[config.mk]
export PLATFORM = sky130hd
export DESIGN_NAME = rwf_window_timing
export DESIGN_NICKNAME = d
export VERILOG_FILES = /design/src/hw/rwf_pkg.sv /design/src/hw/rwf_window_timing.sv /design/src/hw/rwf_serial_slave.sv
export SDC_FILE = /design/constraint.sdc
export NUM_CORES = 1
export LEC_CHECK = 0
export ABC_AREA = 0
export BUFFER_PORTS_ARGS = -buffer_cell sky130_fd_sc_hd__clkbuf_2
export CAP_MARGIN = 20
export CORE_ASPECT_RATIO = 1.5
export CORE_UTILIZATION = 30
export DETAILED_ROUTE_END_ITERATION = 8
export PLACE_DENSITY_LB_ADDON = 0.08
export SYNTH_ARGS = -nofsm -noshare
export SYNTH_HDL_FRONTEND = slang
export SYNTH_SLANG_ARGS = --single-unit
[constraint.sdc]
create_clock -name MCLK -period 46.8 [get_ports MCLK]
set_clock_uncertainty 0.15 [all_clocks]
set_input_delay 4.68 -clock MCLK [delete_from_list [all_inputs] [get_ports MCLK]]
set_output_delay 4.68 -clock MCLK [all_outputs]
set_load 0.02 [all_outputs]
[src/hw/rwf_pkg.sv]
// Package for the readout window and frame timing block
package rwf_pkg;

  // ==========================================================
  // Register byte addresses
  localparam logic [7:0] A_TOP_HI   = 8'h00;
  localparam logic [7:0] A_TOP_LO   = 8'h01;
  localparam logic [7:0] A_LEFT_HI  = 8'h02;
  localparam logic [7:0] A_LEFT_LO  = 8'h03;
  localparam logic [7:0] A_HGT_HI   = 8'h04;
  localparam logic [7:0] A_HGT_LO   = 8'h05;
  localparam logic [7:0] A_WID_HI   = 8'h06;
  localparam logic [7:0] A_WID_LO   = 8'h07;
  localparam logic [7:0] A_LGAP_HI  = 8'h08;
  localparam logic [7:0] A_LGAP_LO  = 8'h09;
  localparam logic [7:0] A_SIG      = 8'h0A;
  localparam logic [7:0] A_REV      = 8'h0B;
  localparam logic [7:0] A_FGAP_HI  = 8'h0C;
  localparam logic [7:0] A_FGAP_LO  = 8'h0D;
  localparam logic [7:0] A_EXP_HI   = 8'h0E;
  localparam logic [7:0] A_EXP_LO   = 8'h0F;
  localparam logic [7:0] A_EXPCTL   = 8'h2F;
  localparam logic [7:0] A_TALLY    = 8'hA0;
  localparam logic [7:0] A_LINEIND  = 8'hA1;
  localparam logic [7:0] A_NOISE_HI = 8'hA2;
  localparam logic [7:0] A_NOISE_LO = 8'hA3;
  localparam logic [7:0] A_ACTL_HI  = 8'hA4;
  localparam logic [7:0] A_ACTL_LO  = 8'hA5;
  localparam logic [7:0] A_ACTP_HI  = 8'hA6;
  localparam logic [7:0] A_ACTP_LO  = 8'hA7;
  localparam logic [7:0] A_PCNT_HI  = 8'hA8;
  localparam logic [7:0] A_PCNT_LO  = 8'hA9;
  localparam logic [7:0] A_AEL_HI   = 8'hAA;
  localparam logic [7:0] A_AEL_LO   = 8'hAB;
  localparam logic [7:0] A_SIG_INV  = 8'hFF;

  // ==========================================================
  // Field positions and reset values
  localparam int          AE_EN_BIT  = 7;
  localparam logic [11:0] TOP_RST    = 12'h00C;
  localparam logic [11:0] LEFT_RST   = 12'h00C;
  localparam logic [11:0] HGT_RST    = 12'h613;
  localparam logic [11:0] WID_RST    = 12'h813;
  localparam logic [10:0] LGAP_RST   = 11'h100;
  localparam logic [11:0] FGAP_RST   = 12'h010;
  localparam logic [11:0] EXP_RST    = 12'h0F0;
  localparam logic [7:0]  EXPCTL_RST = 8'h00;

  // ==========================================================
  // Timing counts in master clocks and lines
  localparam logic [12:0] ARRAY_LINE_CLKS   = 13'h0820;
  localparam logic [13:0] BOTTOM_DARK_LINES = 14'h0008;

  // ==========================================================
  // Serial control port
  localparam logic [6:0] SER_DEV_ADDR = 7'h3C;

  typedef struct packed {
    logic       wr;
    logic [7:0] addr;
    logic [7:0] wdata;
  } rwf_regbus_t;

  typedef enum logic [3:0] {
    SER_IDLE, SER_ADDR, SER_ADDR_ACK, SER_REGP, SER_REGP_ACK,
    SER_WDAT, SER_WDAT_ACK, SER_RDAT, SER_RDAT_ACK
  } rwf_ser_st_t;

  typedef struct packed {
    logic [2:0]  scl_sy;
    logic [2:0]  sda_sy;
    logic        scl;
    logic        sda;
    rwf_ser_st_t st;
    logic [3:0]  cnt;
    logic [7:0]  sh;
    logic        rnw;
    logic [7:0]  ptr;
    logic        wr;
    logic [7:0]  wdata;
    logic [7:0]  waddr;
    logic        sda_oe;
  } rwf_ser_t;

  typedef struct packed {
    logic [11:0] top;
    logic [11:0] left;
    logic [11:0] hgt;
    logic [11:0] wid;
    logic [10:0] lgap;
    logic [11:0] fgap;
    logic [11:0] exp;
    logic [7:0]  expctl;
    logic [12:0] col;
    logic [13:0] row;
    logic [11:0] eff_exp;
    logic [11:0] line_cnt;
    logic [11:0] act_lines;
    logic [11:0] pix_cnt;
    logic [11:0] act_pix;
    logic        frame_sync;
    logic        line_valid;
    logic        pixel_valid;
    logic [11:0] out_row;
  } rwf_core_t;

endpackage

[src/hw/rwf_window_timing.sv]
// Readout window, frame timing and status registers of the pixel array
`timescale 1ns/100ps
module rwf_window_timing
  import rwf_pkg::*;
#(
  parameter logic [7:0] PART_SIGNATURE   = 8'hA5,
  parameter logic [7:0] SILICON_REVISION = 8'h03
)(
  // Clock and reset
  input  wire logic        MCLK,
  input  wire logic        RESET,
  // Serial control pins
  input  wire logic        SCL_IN,
  input  wire logic        SDA_IN,
  output logic             SDA_OUT,
  output logic             SDA_OE,
  // Statistics from neighbouring blocks
  input  wire logic [7:0]  SUBST_PIXEL_COUNT,
  input  wire logic [15:0] DARK_NOISE_SPREAD,
  input  wire logic [11:0] AUTO_EXPOSURE_LENGTH,
  // Readout timing
  output logic             FRAME_SYNC,
  output logic             LINE_VALID,
  output logic             PIXEL_VALID,
  output logic [11:0]      READ_ROW,
  output logic [11:0]      EXPOSURE_LINES
);

  rwf_core_t   c_r;
  rwf_core_t   c_nxt;
  rwf_regbus_t bus;
  logic [7:0]  rd_addr;
  logic [7:0]  rd_data;
  logic        ser_oe;
  logic [12:0] line_clks;
  logic [13:0] frame_rows;
  logic [13:0] win_end;
  logic [13:0] rst_ptr;
  logic        line_end;
  logic        frame_end;
  logic        win_row;
  logic        win_col;
  logic        sample_pt;

  // ==========================================================
  // Serial control port
  rwf_serial_slave u_ser (
    .clk     (MCLK),
    .rst     (RESET),
    .scl_in  (SCL_IN),
    .sda_in  (SDA_IN),
    .sda_oe  (ser_oe),
    .rd_data (rd_data),
    .rd_addr (rd_addr),
    .bus     (bus)
  );

  // ==========================================================
  // Read decode
  function automatic logic [7:0] rd_mux(input logic [7:0] a,
                                        input rwf_core_t c);
    logic [7:0] d;
    d = 8'h00;
    case (a)
      A_TOP_HI:   d = {4'h0, c.top[11:8]};
      A_TOP_LO:   d = c.top[7:0];
      A_LEFT_HI:  d = {4'h0, c.left[11:8]};
      A_LEFT_LO:  d = c.left[7:0];
      A_HGT_HI:   d = {4'h0, c.hgt[11:8]};
      A_HGT_LO:   d = c.hgt[7:0];
      A_WID_HI:   d = {4'h0, c.wid[11:8]};
      A_WID_LO:   d = c.wid[7:0];
      A_LGAP_HI:  d = {5'h00, c.lgap[10:8]};
      A_LGAP_LO:  d = c.lgap[7:0];
      A_SIG:      d = PART_SIGNATURE;
      A_REV:      d = SILICON_REVISION;
      A_FGAP_HI:  d = {4'h0, c.fgap[11:8]};
      A_FGAP_LO:  d = c.fgap[7:0];
      A_EXP_HI:   d = {4'h0, c.exp[11:8]};
      A_EXP_LO:   d = c.exp[7:0];
      A_EXPCTL:   d = {c.expctl[AE_EN_BIT], 7'h00};
      A_TALLY:    d = SUBST_PIXEL_COUNT;
      A_LINEIND:  d = c.out_row[11:4];
      A_NOISE_HI: d = DARK_NOISE_SPREAD[15:8];
      A_NOISE_LO: d = DARK_NOISE_SPREAD[7:0];
      A_ACTL_HI:  d = {4'h0, c.act_lines[11:8]};
      A_ACTL_LO:  d = c.act_lines[7:0];
      A_ACTP_HI:  d = {4'h0, c.act_pix[11:8]};
      A_ACTP_LO:  d = c.act_pix[7:0];
      A_PCNT_HI:  d = {3'h0, c.col[12:8]};
      A_PCNT_LO:  d = c.col[7:0];
      A_AEL_HI:   d = {4'h0, AUTO_EXPOSURE_LENGTH[11:8]};
      A_AEL_LO:   d = AUTO_EXPOSURE_LENGTH[7:0];
      A_SIG_INV:  d = ~PART_SIGNATURE;
      default:    d = 8'h00;
    endcase
    return d;
  endfunction

  assign rd_data = rd_mux(rd_addr, c_r);

  // ==========================================================
  // Row arithmetic
  // Remainder by shifted subtraction: exposure may exceed the frame
  function automatic logic [13:0] wrap_rows(input logic [25:0] v,
                                            input logic [13:0] n);
    logic [25:0] r;
    r = v;
    for (int k = 12; k >= 0; k--) begin
      if (r >= ({12'h000, n} << k)) begin
        r = r - ({12'h000, n} << k);
      end
    end
    return r[13:0];
  endfunction

  // ==========================================================
  // Next state: registers and readout timing
  always_comb begin
    c_nxt             = c_r;
    c_nxt.frame_sync  = 1'b0;
    // Register writes; status and reserved bits have no storage
    if (bus.wr) begin
      case (bus.addr)
        A_TOP_HI:  c_nxt.top[11:8]  = bus.wdata[3:0];
        A_TOP_LO:  c_nxt.top[7:0]   = bus.wdata;
        A_LEFT_HI: c_nxt.left[11:8] = bus.wdata[3:0];
        A_LEFT_LO: c_nxt.left[7:0]  = bus.wdata;
        A_HGT_HI:  c_nxt.hgt[11:8]  = bus.wdata[3:0];
        A_HGT_LO:  c_nxt.hgt[7:0]   = bus.wdata;
        A_WID_HI:  c_nxt.wid[11:8]  = bus.wdata[3:0];
        A_WID_LO:  c_nxt.wid[7:0]   = bus.wdata;
        A_LGAP_HI: c_nxt.lgap[10:8] = bus.wdata[2:0];
        A_LGAP_LO: c_nxt.lgap[7:0]  = bus.wdata;
        A_FGAP_HI: c_nxt.fgap[11:8] = bus.wdata[3:0];
        A_FGAP_LO: c_nxt.fgap[7:0]  = bus.wdata;
        A_EXP_HI:  c_nxt.exp[11:8]  = bus.wdata[3:0];
        A_EXP_LO:  c_nxt.exp[7:0]   = bus.wdata;
        A_EXPCTL:  c_nxt.expctl     = {bus.wdata[AE_EN_BIT], 7'h00};
        default:   c_nxt.expctl     = c_r.expctl;
      endcase
    end
    // Fixed array readout period plus gap, whatever the width
    line_clks  = ARRAY_LINE_CLKS + {2'b00, c_r.lgap};
    win_end    = {2'b00, c_r.top} + {2'b00, c_r.hgt};
    frame_rows = win_end + BOTTOM_DARK_LINES
                 + {2'b00, c_r.fgap};
    // At or past the end, so a gap shortened mid-line still closes it
    line_end   = (c_r.col >= line_clks - 13'h0001);
    frame_end  = line_end && (c_r.row >= frame_rows - 14'h0001);
    win_row    = (c_r.row >= {2'b00, c_r.top})
                 && (c_r.row < win_end);
    win_col    = (c_r.col < ARRAY_LINE_CLKS)
                 && (c_r.col >= {1'b0, c_r.left})
                 && (c_r.col < {1'b0, c_r.left} + {1'b0, c_r.wid});
    // Reset pointer runs the exposure length ahead of the read row
    rst_ptr     = wrap_rows({12'h000, c_r.row} + {14'h0000, c_r.eff_exp},
                            frame_rows);
    sample_pt   = (c_r.col == 13'h0000) && (rst_ptr == win_end);
    if (sample_pt) begin
      c_nxt.eff_exp = c_r.expctl[AE_EN_BIT] ?
                      AUTO_EXPOSURE_LENGTH : c_r.exp;
    end
    // Counters
    if (frame_end) begin
      c_nxt.col       = 13'h0000;
      c_nxt.row       = 14'h0000;
      c_nxt.act_lines = c_r.line_cnt;
      c_nxt.line_cnt  = 12'h000;
    end else if (line_end) begin
      c_nxt.col = 13'h0000;
      c_nxt.row = c_r.row + 14'h0001;
      if (win_row) begin
        c_nxt.line_cnt = c_r.line_cnt + 12'h001;
        c_nxt.act_pix  = c_r.pix_cnt;
      end
    end else begin
      c_nxt.col = c_r.col + 13'h0001;
    end
    if (c_r.col == 13'h0000) begin
      c_nxt.pix_cnt = 12'h000;
    end else if (c_r.pixel_valid) begin
      c_nxt.pix_cnt = c_r.pix_cnt + 12'h001;
    end
    // Registered outputs
    c_nxt.frame_sync  = (c_r.col == 13'h0000) && (c_r.row == 14'h0000);
    c_nxt.line_valid  = win_row && (c_r.col < ARRAY_LINE_CLKS);
    c_nxt.pixel_valid = win_row && win_col;
    if (win_row) begin
      c_nxt.out_row = 12'(c_r.row - {2'b00, c_r.top});
    end
  end

  always_ff @(posedge MCLK) begin
    if (RESET) begin
      c_r <= '{top: TOP_RST, left: LEFT_RST, hgt: HGT_RST,
               wid: WID_RST, lgap: LGAP_RST, fgap: FGAP_RST,
               exp: EXP_RST, expctl: EXPCTL_RST, eff_exp: EXP_RST,
               default: '0};
    end else begin
      c_r <= c_nxt;
    end
  end

  // ==========================================================
  // Outputs; data line only ever pulled low
  assign SDA_OUT        = 1'b0;
  assign SDA_OE         = ser_oe;
  assign FRAME_SYNC     = c_r.frame_sync;
  assign LINE_VALID     = c_r.line_valid;
  assign PIXEL_VALID    = c_r.pixel_valid;
  assign READ_ROW       = c_r.out_row;
  assign EXPOSURE_LINES = c_r.eff_exp;
endmodule

[src/hw/rwf_serial_slave.sv]
// Two-wire serial control slave giving byte access to the registers
`timescale 1ns/100ps
module rwf_serial_slave
  import rwf_pkg::*;
(
  // Clock and reset
  input  wire logic        clk,
  input  wire logic        rst,
  // Serial pins
  input  wire logic        scl_in,
  input  wire logic        sda_in,
  output logic             sda_oe,
  // Register side
  input  wire logic [7:0]  rd_data,
  output logic [7:0]       rd_addr,
  output rwf_regbus_t      bus
);

  rwf_ser_t s_r;
  rwf_ser_t s_nxt;
  logic     scl_rise;
  logic     scl_fall;
  logic     start_c;
  logic     stop_c;

  // ==========================================================
  // Next state
  always_comb begin
    s_nxt        = s_r;
    s_nxt.wr     = 1'b0;
    s_nxt.scl_sy = {s_r.scl_sy[1:0], scl_in};
    s_nxt.sda_sy = {s_r.sda_sy[1:0], sda_in};
    // Filtered levels: a change counts once stages two and three agree
    if (s_r.scl_sy[1] == s_r.scl_sy[2]) begin
      s_nxt.scl = s_r.scl_sy[2];
    end
    if (s_r.sda_sy[1] == s_r.sda_sy[2]) begin
      s_nxt.sda = s_r.sda_sy[2];
    end
    scl_rise = s_nxt.scl & ~s_r.scl;
    scl_fall = ~s_nxt.scl & s_r.scl;
    start_c  = s_r.scl & s_nxt.scl & s_r.sda & ~s_nxt.sda;
    stop_c   = s_r.scl & s_nxt.scl & ~s_r.sda & s_nxt.sda;
    if (start_c) begin
      s_nxt.st     = SER_ADDR;
      s_nxt.cnt    = 4'h0;
      s_nxt.sda_oe = 1'b0;
    end else if (stop_c) begin
      s_nxt.st     = SER_IDLE;
      s_nxt.sda_oe = 1'b0;
    end else begin
      case (s_r.st)
        SER_ADDR, SER_REGP, SER_WDAT: begin
          if (scl_rise) begin
            s_nxt.sh  = {s_r.sh[6:0], s_nxt.sda};
            s_nxt.cnt = s_r.cnt + 4'h1;
          end else if (scl_fall && s_r.cnt == 4'h8) begin
            s_nxt.cnt    = 4'h0;
            s_nxt.sda_oe = 1'b1;
            if (s_r.st == SER_ADDR) begin
              s_nxt.rnw = s_r.sh[0];
              if (s_r.sh[7:1] == SER_DEV_ADDR) begin
                s_nxt.st = SER_ADDR_ACK;
              end else begin
                s_nxt.st     = SER_IDLE;
                s_nxt.sda_oe = 1'b0;
              end
            end else if (s_r.st == SER_REGP) begin
              s_nxt.ptr = s_r.sh;
              s_nxt.st  = SER_REGP_ACK;
            end else begin
              s_nxt.wr    = 1'b1;
              s_nxt.waddr = s_r.ptr;
              s_nxt.wdata = s_r.sh;
              s_nxt.ptr   = s_r.ptr + 8'h01;
              s_nxt.st    = SER_WDAT_ACK;
            end
          end
        end
        SER_ADDR_ACK, SER_RDAT_ACK: begin
          // Master NACK on a read ends the transfer
          if (s_r.st == SER_RDAT_ACK && scl_rise && s_nxt.sda) begin
            s_nxt.st = SER_IDLE;
          end else if (scl_fall) begin
            if (s_r.st == SER_ADDR_ACK && !s_r.rnw) begin
              s_nxt.st     = SER_REGP;
              s_nxt.sda_oe = 1'b0;
            end else begin
              s_nxt.sh     = rd_data;
              s_nxt.sda_oe = ~rd_data[7];
              s_nxt.ptr    = s_r.ptr + 8'h01;
              s_nxt.cnt    = 4'h0;
              s_nxt.st     = SER_RDAT;
            end
          end
        end
        SER_REGP_ACK, SER_WDAT_ACK: begin
          if (scl_fall) begin
            s_nxt.sda_oe = 1'b0;
            s_nxt.st     = SER_WDAT;
          end
        end
        SER_RDAT: begin
          if (scl_fall) begin
            if (s_r.cnt == 4'h7) begin
              s_nxt.sda_oe = 1'b0;
              s_nxt.st     = SER_RDAT_ACK;
            end else begin
              s_nxt.sh     = {s_r.sh[6:0], 1'b0};
              s_nxt.sda_oe = ~s_r.sh[6];
              s_nxt.cnt    = s_r.cnt + 4'h1;
            end
          end
        end
        default: begin
          s_nxt.sda_oe = 1'b0;
        end
      endcase
    end
  end

  always_ff @(posedge clk) begin
    if (rst) begin
      s_r <= '{scl_sy: 3'h7, sda_sy: 3'h7, scl: 1'b1, sda: 1'b1,
               st: SER_IDLE, default: '0};
    end else begin
      s_r <= s_nxt;
    end
  end

  assign sda_oe    = s_r.sda_oe;
  assign rd_addr   = s_r.ptr;
  assign bus.wr    = s_r.wr;
  assign bus.addr  = s_r.waddr;
  assign bus.wdata = s_r.wdata;

endmodule

== After elaboration in Yosys (flattened, before gate mapping) ==
Index checks and enable logic that the tools add are counted.

* Register bits: 237
* Bits in latches: 0
* Memory bits (writable): 0
* Memory bits (read-only): 0
* Input bits: 40
* Output and inout bits: 29
* Logic and storage cells: 299
* Memories kept: 0

* Add/subtract/negate cells: 28
* Multipliers: 0
* Div/mod/pow operators: 0
* $lt $le $gt $ge: 20
* Equal/unequal tests: 76
* Shift operators: 0
* Mux-type cells: 59
* Bitwise logic cells: 21
* Reductions and logical operators: 55

{| class="wikitable"
|+ Operator list
! cell !! count
|-
| 2-to-1 mux 26 bit || 12
|-
| one-hot mux 8 bit (30 select lines) || 1
|-
| equality test 8 x 4 -> 1 bit, second input constant || 14
|-
| equality test 8 bit, second input constant || 13
|-
| equality test 8 x 3 -> 1 bit, second input constant || 8
|-
| 2-to-1 mux 27 bit || 2
|-
| 2-to-1 mux 12 bit || 4
|-
| 2-to-1 mux 8 bit || 6
|-
| 2-to-1 mux 38 bit || 1
|-
| one-hot mux 12 bit (3 select lines) || 1
|-
| 2-to-1 mux 17 bit || 2
|-
| equality test 8 x 2 -> 1 bit, second input constant || 4
|-
| 2-to-1 mux 16 bit || 2
|-
| AND reduction 2 bit || 16
|-
| adder 12 x 12 -> 13 bit || 2
|-
| >= comparator 15 x 26 -> 1 bit || 1
|-
| >= comparator 26 x 14 -> 1 bit || 1
|-
| >= comparator 26 x 15 -> 1 bit || 1
|-
| >= comparator 26 x 16 -> 1 bit || 1
|-
| >= comparator 26 x 17 -> 1 bit || 1
|-
| >= comparator 26 x 18 -> 1 bit || 1
|-
| >= comparator 26 x 19 -> 1 bit || 1
|-
| >= comparator 26 x 20 -> 1 bit || 1
|-
| >= comparator 26 x 21 -> 1 bit || 1
|-
| other kinds (80) || 162
|}

== Logic depth before layout (Yosys ltp) ==
* Depth in word-level cells: 31
* Depth in mapped cells: 265
* Mapped depth without buffers: 243

== Hierarchy ==
From an unflattened synthesis, not the netlist that was laid out.

* Cell total of the unflattened synthesis: 3,769
* Area, all modules: 28,976.5 um2

{| class="wikitable"
|+ Modules (own cells, without submodules)
! module !! times used !! cells each !! area each (um2) !! seq. area each (um2)
|-
| rwf_window_timing || 1 || 3,444 || 26,102.5 || 3,723.6
|-
| rwf_serial_slave || 1 || 325 || 2,874.0 || 1,021.0
|}

== Worst setup path before layout ==
No wires, ideal clock.

* Path type: register to register
* From: register c_r[182] (netlist name)
* To: register c_r (netlist bit EXPOSURE_LINES[10])
* Arrival: 46.958 ns
* Required time: 46.527 ns
* Slack: -0.432 ns
* Cell stages (with the launch flop): 253
* Period minus slack after synthesis: 47.232 ns
* Cell sequence: dfxtp_1 ha_1 a21o_1 a21oi_1 o21bai_1 a21oi_1 o21bai_1 a21oi_1 o21bai_1 a21oi_1 o21bai_1 a21oi_1 xnor2_1 ha_1 ha_1 clkbuf_1 a21oi_1 o21ai_0 [217 not listed] a21oi_1 o21bai_1 a21oi_1 o21bai_1 a21oi_1 o21bai_1 a21oi_1 nor2b_1 o21ai_0 nand2_1 o31ai_1 a21o_1 nand2_4 nor4b_2 o221ai_1 nor3_2 buf_6 mux2_1

* Word-level cells in the longest chain between the ends: 31
* Elaborated cells on any way between the ends: 44
* Classes of those cells: add/sub (16); order compare (13); eq/ne (1); mux (13); reduce/logical (1)

{| class="wikitable"
|+ RTL lines
! element !! RTL line !! source
|-
| start: declaration || rwf_window_timing.sv:29 || <nowiki>rwf_core_t c_r;</nowiki>
|-
| start signal: assignment || rwf_window_timing.sv:196 || <nowiki>c_r <= '{top: TOP_RST, left: LEFT_RST, hgt: HGT_RST,</nowiki>
|-
| start signal: assignment || rwf_window_timing.sv:201 || <nowiki>c_r <= c_nxt;</nowiki>
|-
| adder 12 x 12 -> 13 bit (*) || rwf_window_timing.sv:145 || <nowiki>win_end = {2'b00, c_r.top} + {2'b00, c_r.hgt};</nowiki>
|-
| adder 13 x 4 -> 14 bit || rwf_window_timing.sv:146 || <nowiki>frame_rows = win_end + BOTTOM_DARK_LINES</nowiki>
|-
| adder 14 x 12 -> 14 bit || rwf_window_timing.sv:147 || <nowiki>+ {2'b00, c_r.fgap};</nowiki>
|-
| subtractor 15 x 26 -> 26 bit / >= comparator 15 x 26 -> 1 bit (equally long branches) || rwf_window_timing.sv:111, rwf_window_timing.sv:110 ||
|-
| 2-to-1 mux 26 bit || rwf_window_timing.sv:110 || <nowiki>if (r >= ({12'h000, n} << k)) begin</nowiki>
|-
| subtractor 26 x 25 -> 26 bit / >= comparator 26 x 25 -> 1 bit (equally long branches) || rwf_window_timing.sv:111, rwf_window_timing.sv:110 ||
|-
| 2-to-1 mux 26 bit || rwf_window_timing.sv:110 ||
|-
| subtractor 26 x 24 -> 26 bit / >= comparator 26 x 24 -> 1 bit (equally long branches) || rwf_window_timing.sv:111, rwf_window_timing.sv:110 ||
|-
| [15 not listed] || -- ||
|-
| subtractor 26 x 16 -> 26 bit / >= comparator 26 x 16 -> 1 bit (equally long branches) || rwf_window_timing.sv:111, rwf_window_timing.sv:110 ||
|-
| 2-to-1 mux 26 bit || rwf_window_timing.sv:110 ||
|-
| subtractor 26 x 15 -> 26 bit / >= comparator 26 x 15 -> 1 bit (equally long branches) || rwf_window_timing.sv:111, rwf_window_timing.sv:110 ||
|-
| 2-to-1 mux 26 bit || rwf_window_timing.sv:110 ||
|-
| >= comparator 26 x 14 -> 1 bit / subtractor 14 bit (equally long branches) || rwf_window_timing.sv:110, rwf_window_timing.sv:111 ||
|-
| 2-to-1 mux 14 bit || rwf_window_timing.sv:110 ||
|-
| equality test 14 x 13 -> 1 bit (*) || rwf_window_timing.sv:159 || <nowiki>sample_pt = (c_r.col == 13'h0000) && (rst_ptr == win_end);</nowiki>
|-
| logical AND 1 bit (*) || rwf_window_timing.sv:159 ||
|}

Every way passes the cells marked *; elsewhere a longest branch is shown, timed or not.
A chain may end at the register's enable or synchronous reset.

== Worst setup path in the final report ==
* From: register c_r[181] (netlist name)
* To: register c_r (netlist bit EXPOSURE_LINES[11])

Same word-level chain as after synthesis.

==> metrics.cfg <==
[floorplan]
core_um2=94300
fp.dieArea_um2=96400
rows=138
die-width_um=254
die_y_um=380
ios=69
start_util_pct=30.3

[sta]
setup_tns_ns=0
slew_violations=0
setup_ws_ns=3.32
fmax_ghz=0.0230
final-hold-violation-count=0
fin_crit_ns=43.48
maxSlewHeadroom_pct=25.4
setup-violations-final=0
tightest_slew_ns=1.12
whs_ns=0.259
period_share_pct=92.9

[setup_path]
cp-start-kind=register
cp-startpoint=c_r[181]$_SDFFE_PP0P_
cp_slowest_stage_delay_ns=0.56
crit_path_top_delay_cell=or4b_4
crit_end=EXPOSURE_LINES[11]$_SDFFE_PP0P_
worstPathArrival_ns=43.77
worstSetupPathType=register to register
r2r-end=EXPOSURE_LINES[11]$_SDFFE_PP0P_
cpMostUsedCell=a21o_1
crit_path_end_kind=register
required_ns=47.09
r2r_cells=233
rr_startpoint=c_r[181]$_SDFFE_PP0P_
critPathMaxFanout=23
r2r_slack_ns=3.32

[routing]
totalWireLength_um=120000
vias=28466
avgRoutedWirePerCell_um=23.3
drt_iter0_drc=1421
ant_nets=0
first_pass_iters=5
viasPerCell=5.52
drc_errors=0

[clock_tree]
cts.path.max_buffers=3
cts_tree=yes
cts-root-buf=clkbuf_16
cts_buffers=26
cts_htree_levels=1
clk_latency_ns=0.57
path_clk_slew_ns=0.07
numClockSinks=237

[power]
ir_drop_mv=0.0224
p_leak_nw=13.9
pwr_density_cell_nw_per_um2=15.2

[place]
dpl_worst_slack_ns=0.0683
io_buffers=67
placed_area_um2=30700
gp_congestion=0.911
hpwl_um=96900

[global_route]
grt_pass1_wl_um=179000
grt_overflow=0
grt_start_max_net_pins=85
antenna_found_initial=0
grtUsageTotal_pct=24.3
grt_pass1_vias=28396

[flow_run]
cap_violations=0

[logic_synthesis]
yosys.area.top_type=dfxtp_1
ys_seq_elements=237
synthFlopType=dfxtp_1
ys_warn_count=0
synth_top_cell_area_share_pct=16.6
ys_types=122
synth.net_count=4153
postSynth.asyncResetShare_pct=0
synth_seq_area_share_pct=16.6
synthCells=3776
synth_area_leaders=dfxtp_1 (17%), ha_1 (14%), nor2_1 (6.1%)
synth_edf_count=0
syn-cell-area_um2=28500
syn_area_per_cell_um2=7.56

[min_path]
hp-class=register to register

[finish]
final_cell_mix=nor2_1 (457), ha_1 (317), nand2_1 (277)
syn_to_final_growth_pct=12.9
finalNetCount=4253
design_area_um2=32200
drive_above_1_share_pct=11.6
final_common_cell=nor2_1

[status]
status=finished clean

## critical path: cells and delay by family (launching register included)
family / cells / cell delay (ns)
AOI/OAI and AO/OA: 123 / 21.00
adders and majority gates: 16 / 5.24
DFF: 1 / 0.39
and+or+nand+nor: 59 / 9.94
muxes: 10 / 2.79
buffers and inverters: 22 / 3.25
xor gates and xnor gates: 3 / 0.44
## through the flow
step	instances	utilization [%]	total power, W
6_report	5154	34.2	0.000490
3_3_place_gp	5071	32.6	0.000278
3_5_place_dp	5071	32.6	0.000278
2_1_floorplan	3776	-	0.000256
4_1_cts	5119	33.5	0.000496
5_1_grt	5153	34.2	0.000508
## Yosys cell counts (80+ instances only)
cell and n:
xor2_1 83, nor2_1 461, a21oi_1 275, ha_1 319, a21o_1 91, clkbuf_1 106, o21ai_0 203, nand2_1 280
dfxtp_1 237, inv_1 184, mux2i_1 138, nand3_1 84, xnor2_1 169, nor3_1 80
## cells by family (layout without fill, tap and decap cells)
group           after synthesis  in the layout  synth area share [%]
flops                       237            237                  16.6
fa+ha+maj                   338            338                  15.3
buf+inv                     337            454                  4.87
simple gates               1358           1358                  23.6
mux                         191            191                  6.98
xor+xnor                    252            252                  7.73
compound gates             1062           1062                  24.9
other cells                   1              2                0.0131
## layer usage
metal	wire, µm	up-vias	track usage (%)
met4	6470	0	12.3
met1	46200	13588	26.3
li1	-	13994	-
met5	0	-	0
met2	64200	658	46.8
met3	3240	226	1.29
## registers in the layout, summed over array words and instances, names as in the netlist, 4 cells and up
register,cells
c_r,159
u_ser.s_r,21
u_ser.bus,17
EXPOSURE_LINES,12
READ_ROW,12
u_ser.rd_addr,8
u_ser.s_nxt,4
## worst min-delay path by stage
stage	start	cells past startpoint	to	slack, ns
after floorplan	u_ser.s_nxt[46]$_SDFF_PP1_	1	u_ser.s_nxt[47]$_SDFF_PP1_	0.24
after global placement	u_ser.s_nxt[46]$_SDFF_PP1_	1	u_ser.s_nxt[47]$_SDFF_PP1_	0.25
after detailed placement	u_ser.s_nxt[46]$_SDFF_PP1_	1	u_ser.s_nxt[47]$_SDFF_PP1_	0.25
after CTS	u_ser.s_nxt[49]$_SDFF_PP1_	1	u_ser.s_nxt[50]$_SDFF_PP1_	0.26
after global routing	u_ser.s_nxt[46]$_SDFF_PP1_	1	u_ser.s_nxt[47]$_SDFF_PP1_	0.28
final	u_ser.s_nxt[49]$_SDFF_PP1_	1	u_ser.s_nxt[50]$_SDFF_PP1_	0.26
## layout make-up
type / instances / area (µm²)
Clock buffer: 37 / 783
Sequential cell: 237 / 4750
Tap cell: 1260 / 1580
Timing Repair Buffer: 225 / 1560
Inverter: 184 / 691
Antenna cell: 1 / 2.50
Clock inverter: 8 / 73.8
Fill cell: 10199 / 62000
Multi-Input combinational cell: 3202 / 22800
## power breakdown
| group | switching, W | internal (W) |
|---|---|---|
| registers | 0.0000113 | 0.000207 |
| clock network | 0.0000943 | 0.000122 |
| logic | 0.0000380 | 0.0000172 |
## timing repair
item | 4_1_cts | 5_1_grt
setup endpoints to repair | 8 | 12
hold buffers | 0 | 0
resized for setup | 0 | 98
pin swaps | 1 | 22
buffers inserted | 3 | 30
cloned | 0 | 3
(Power assumes the default switching activity.)
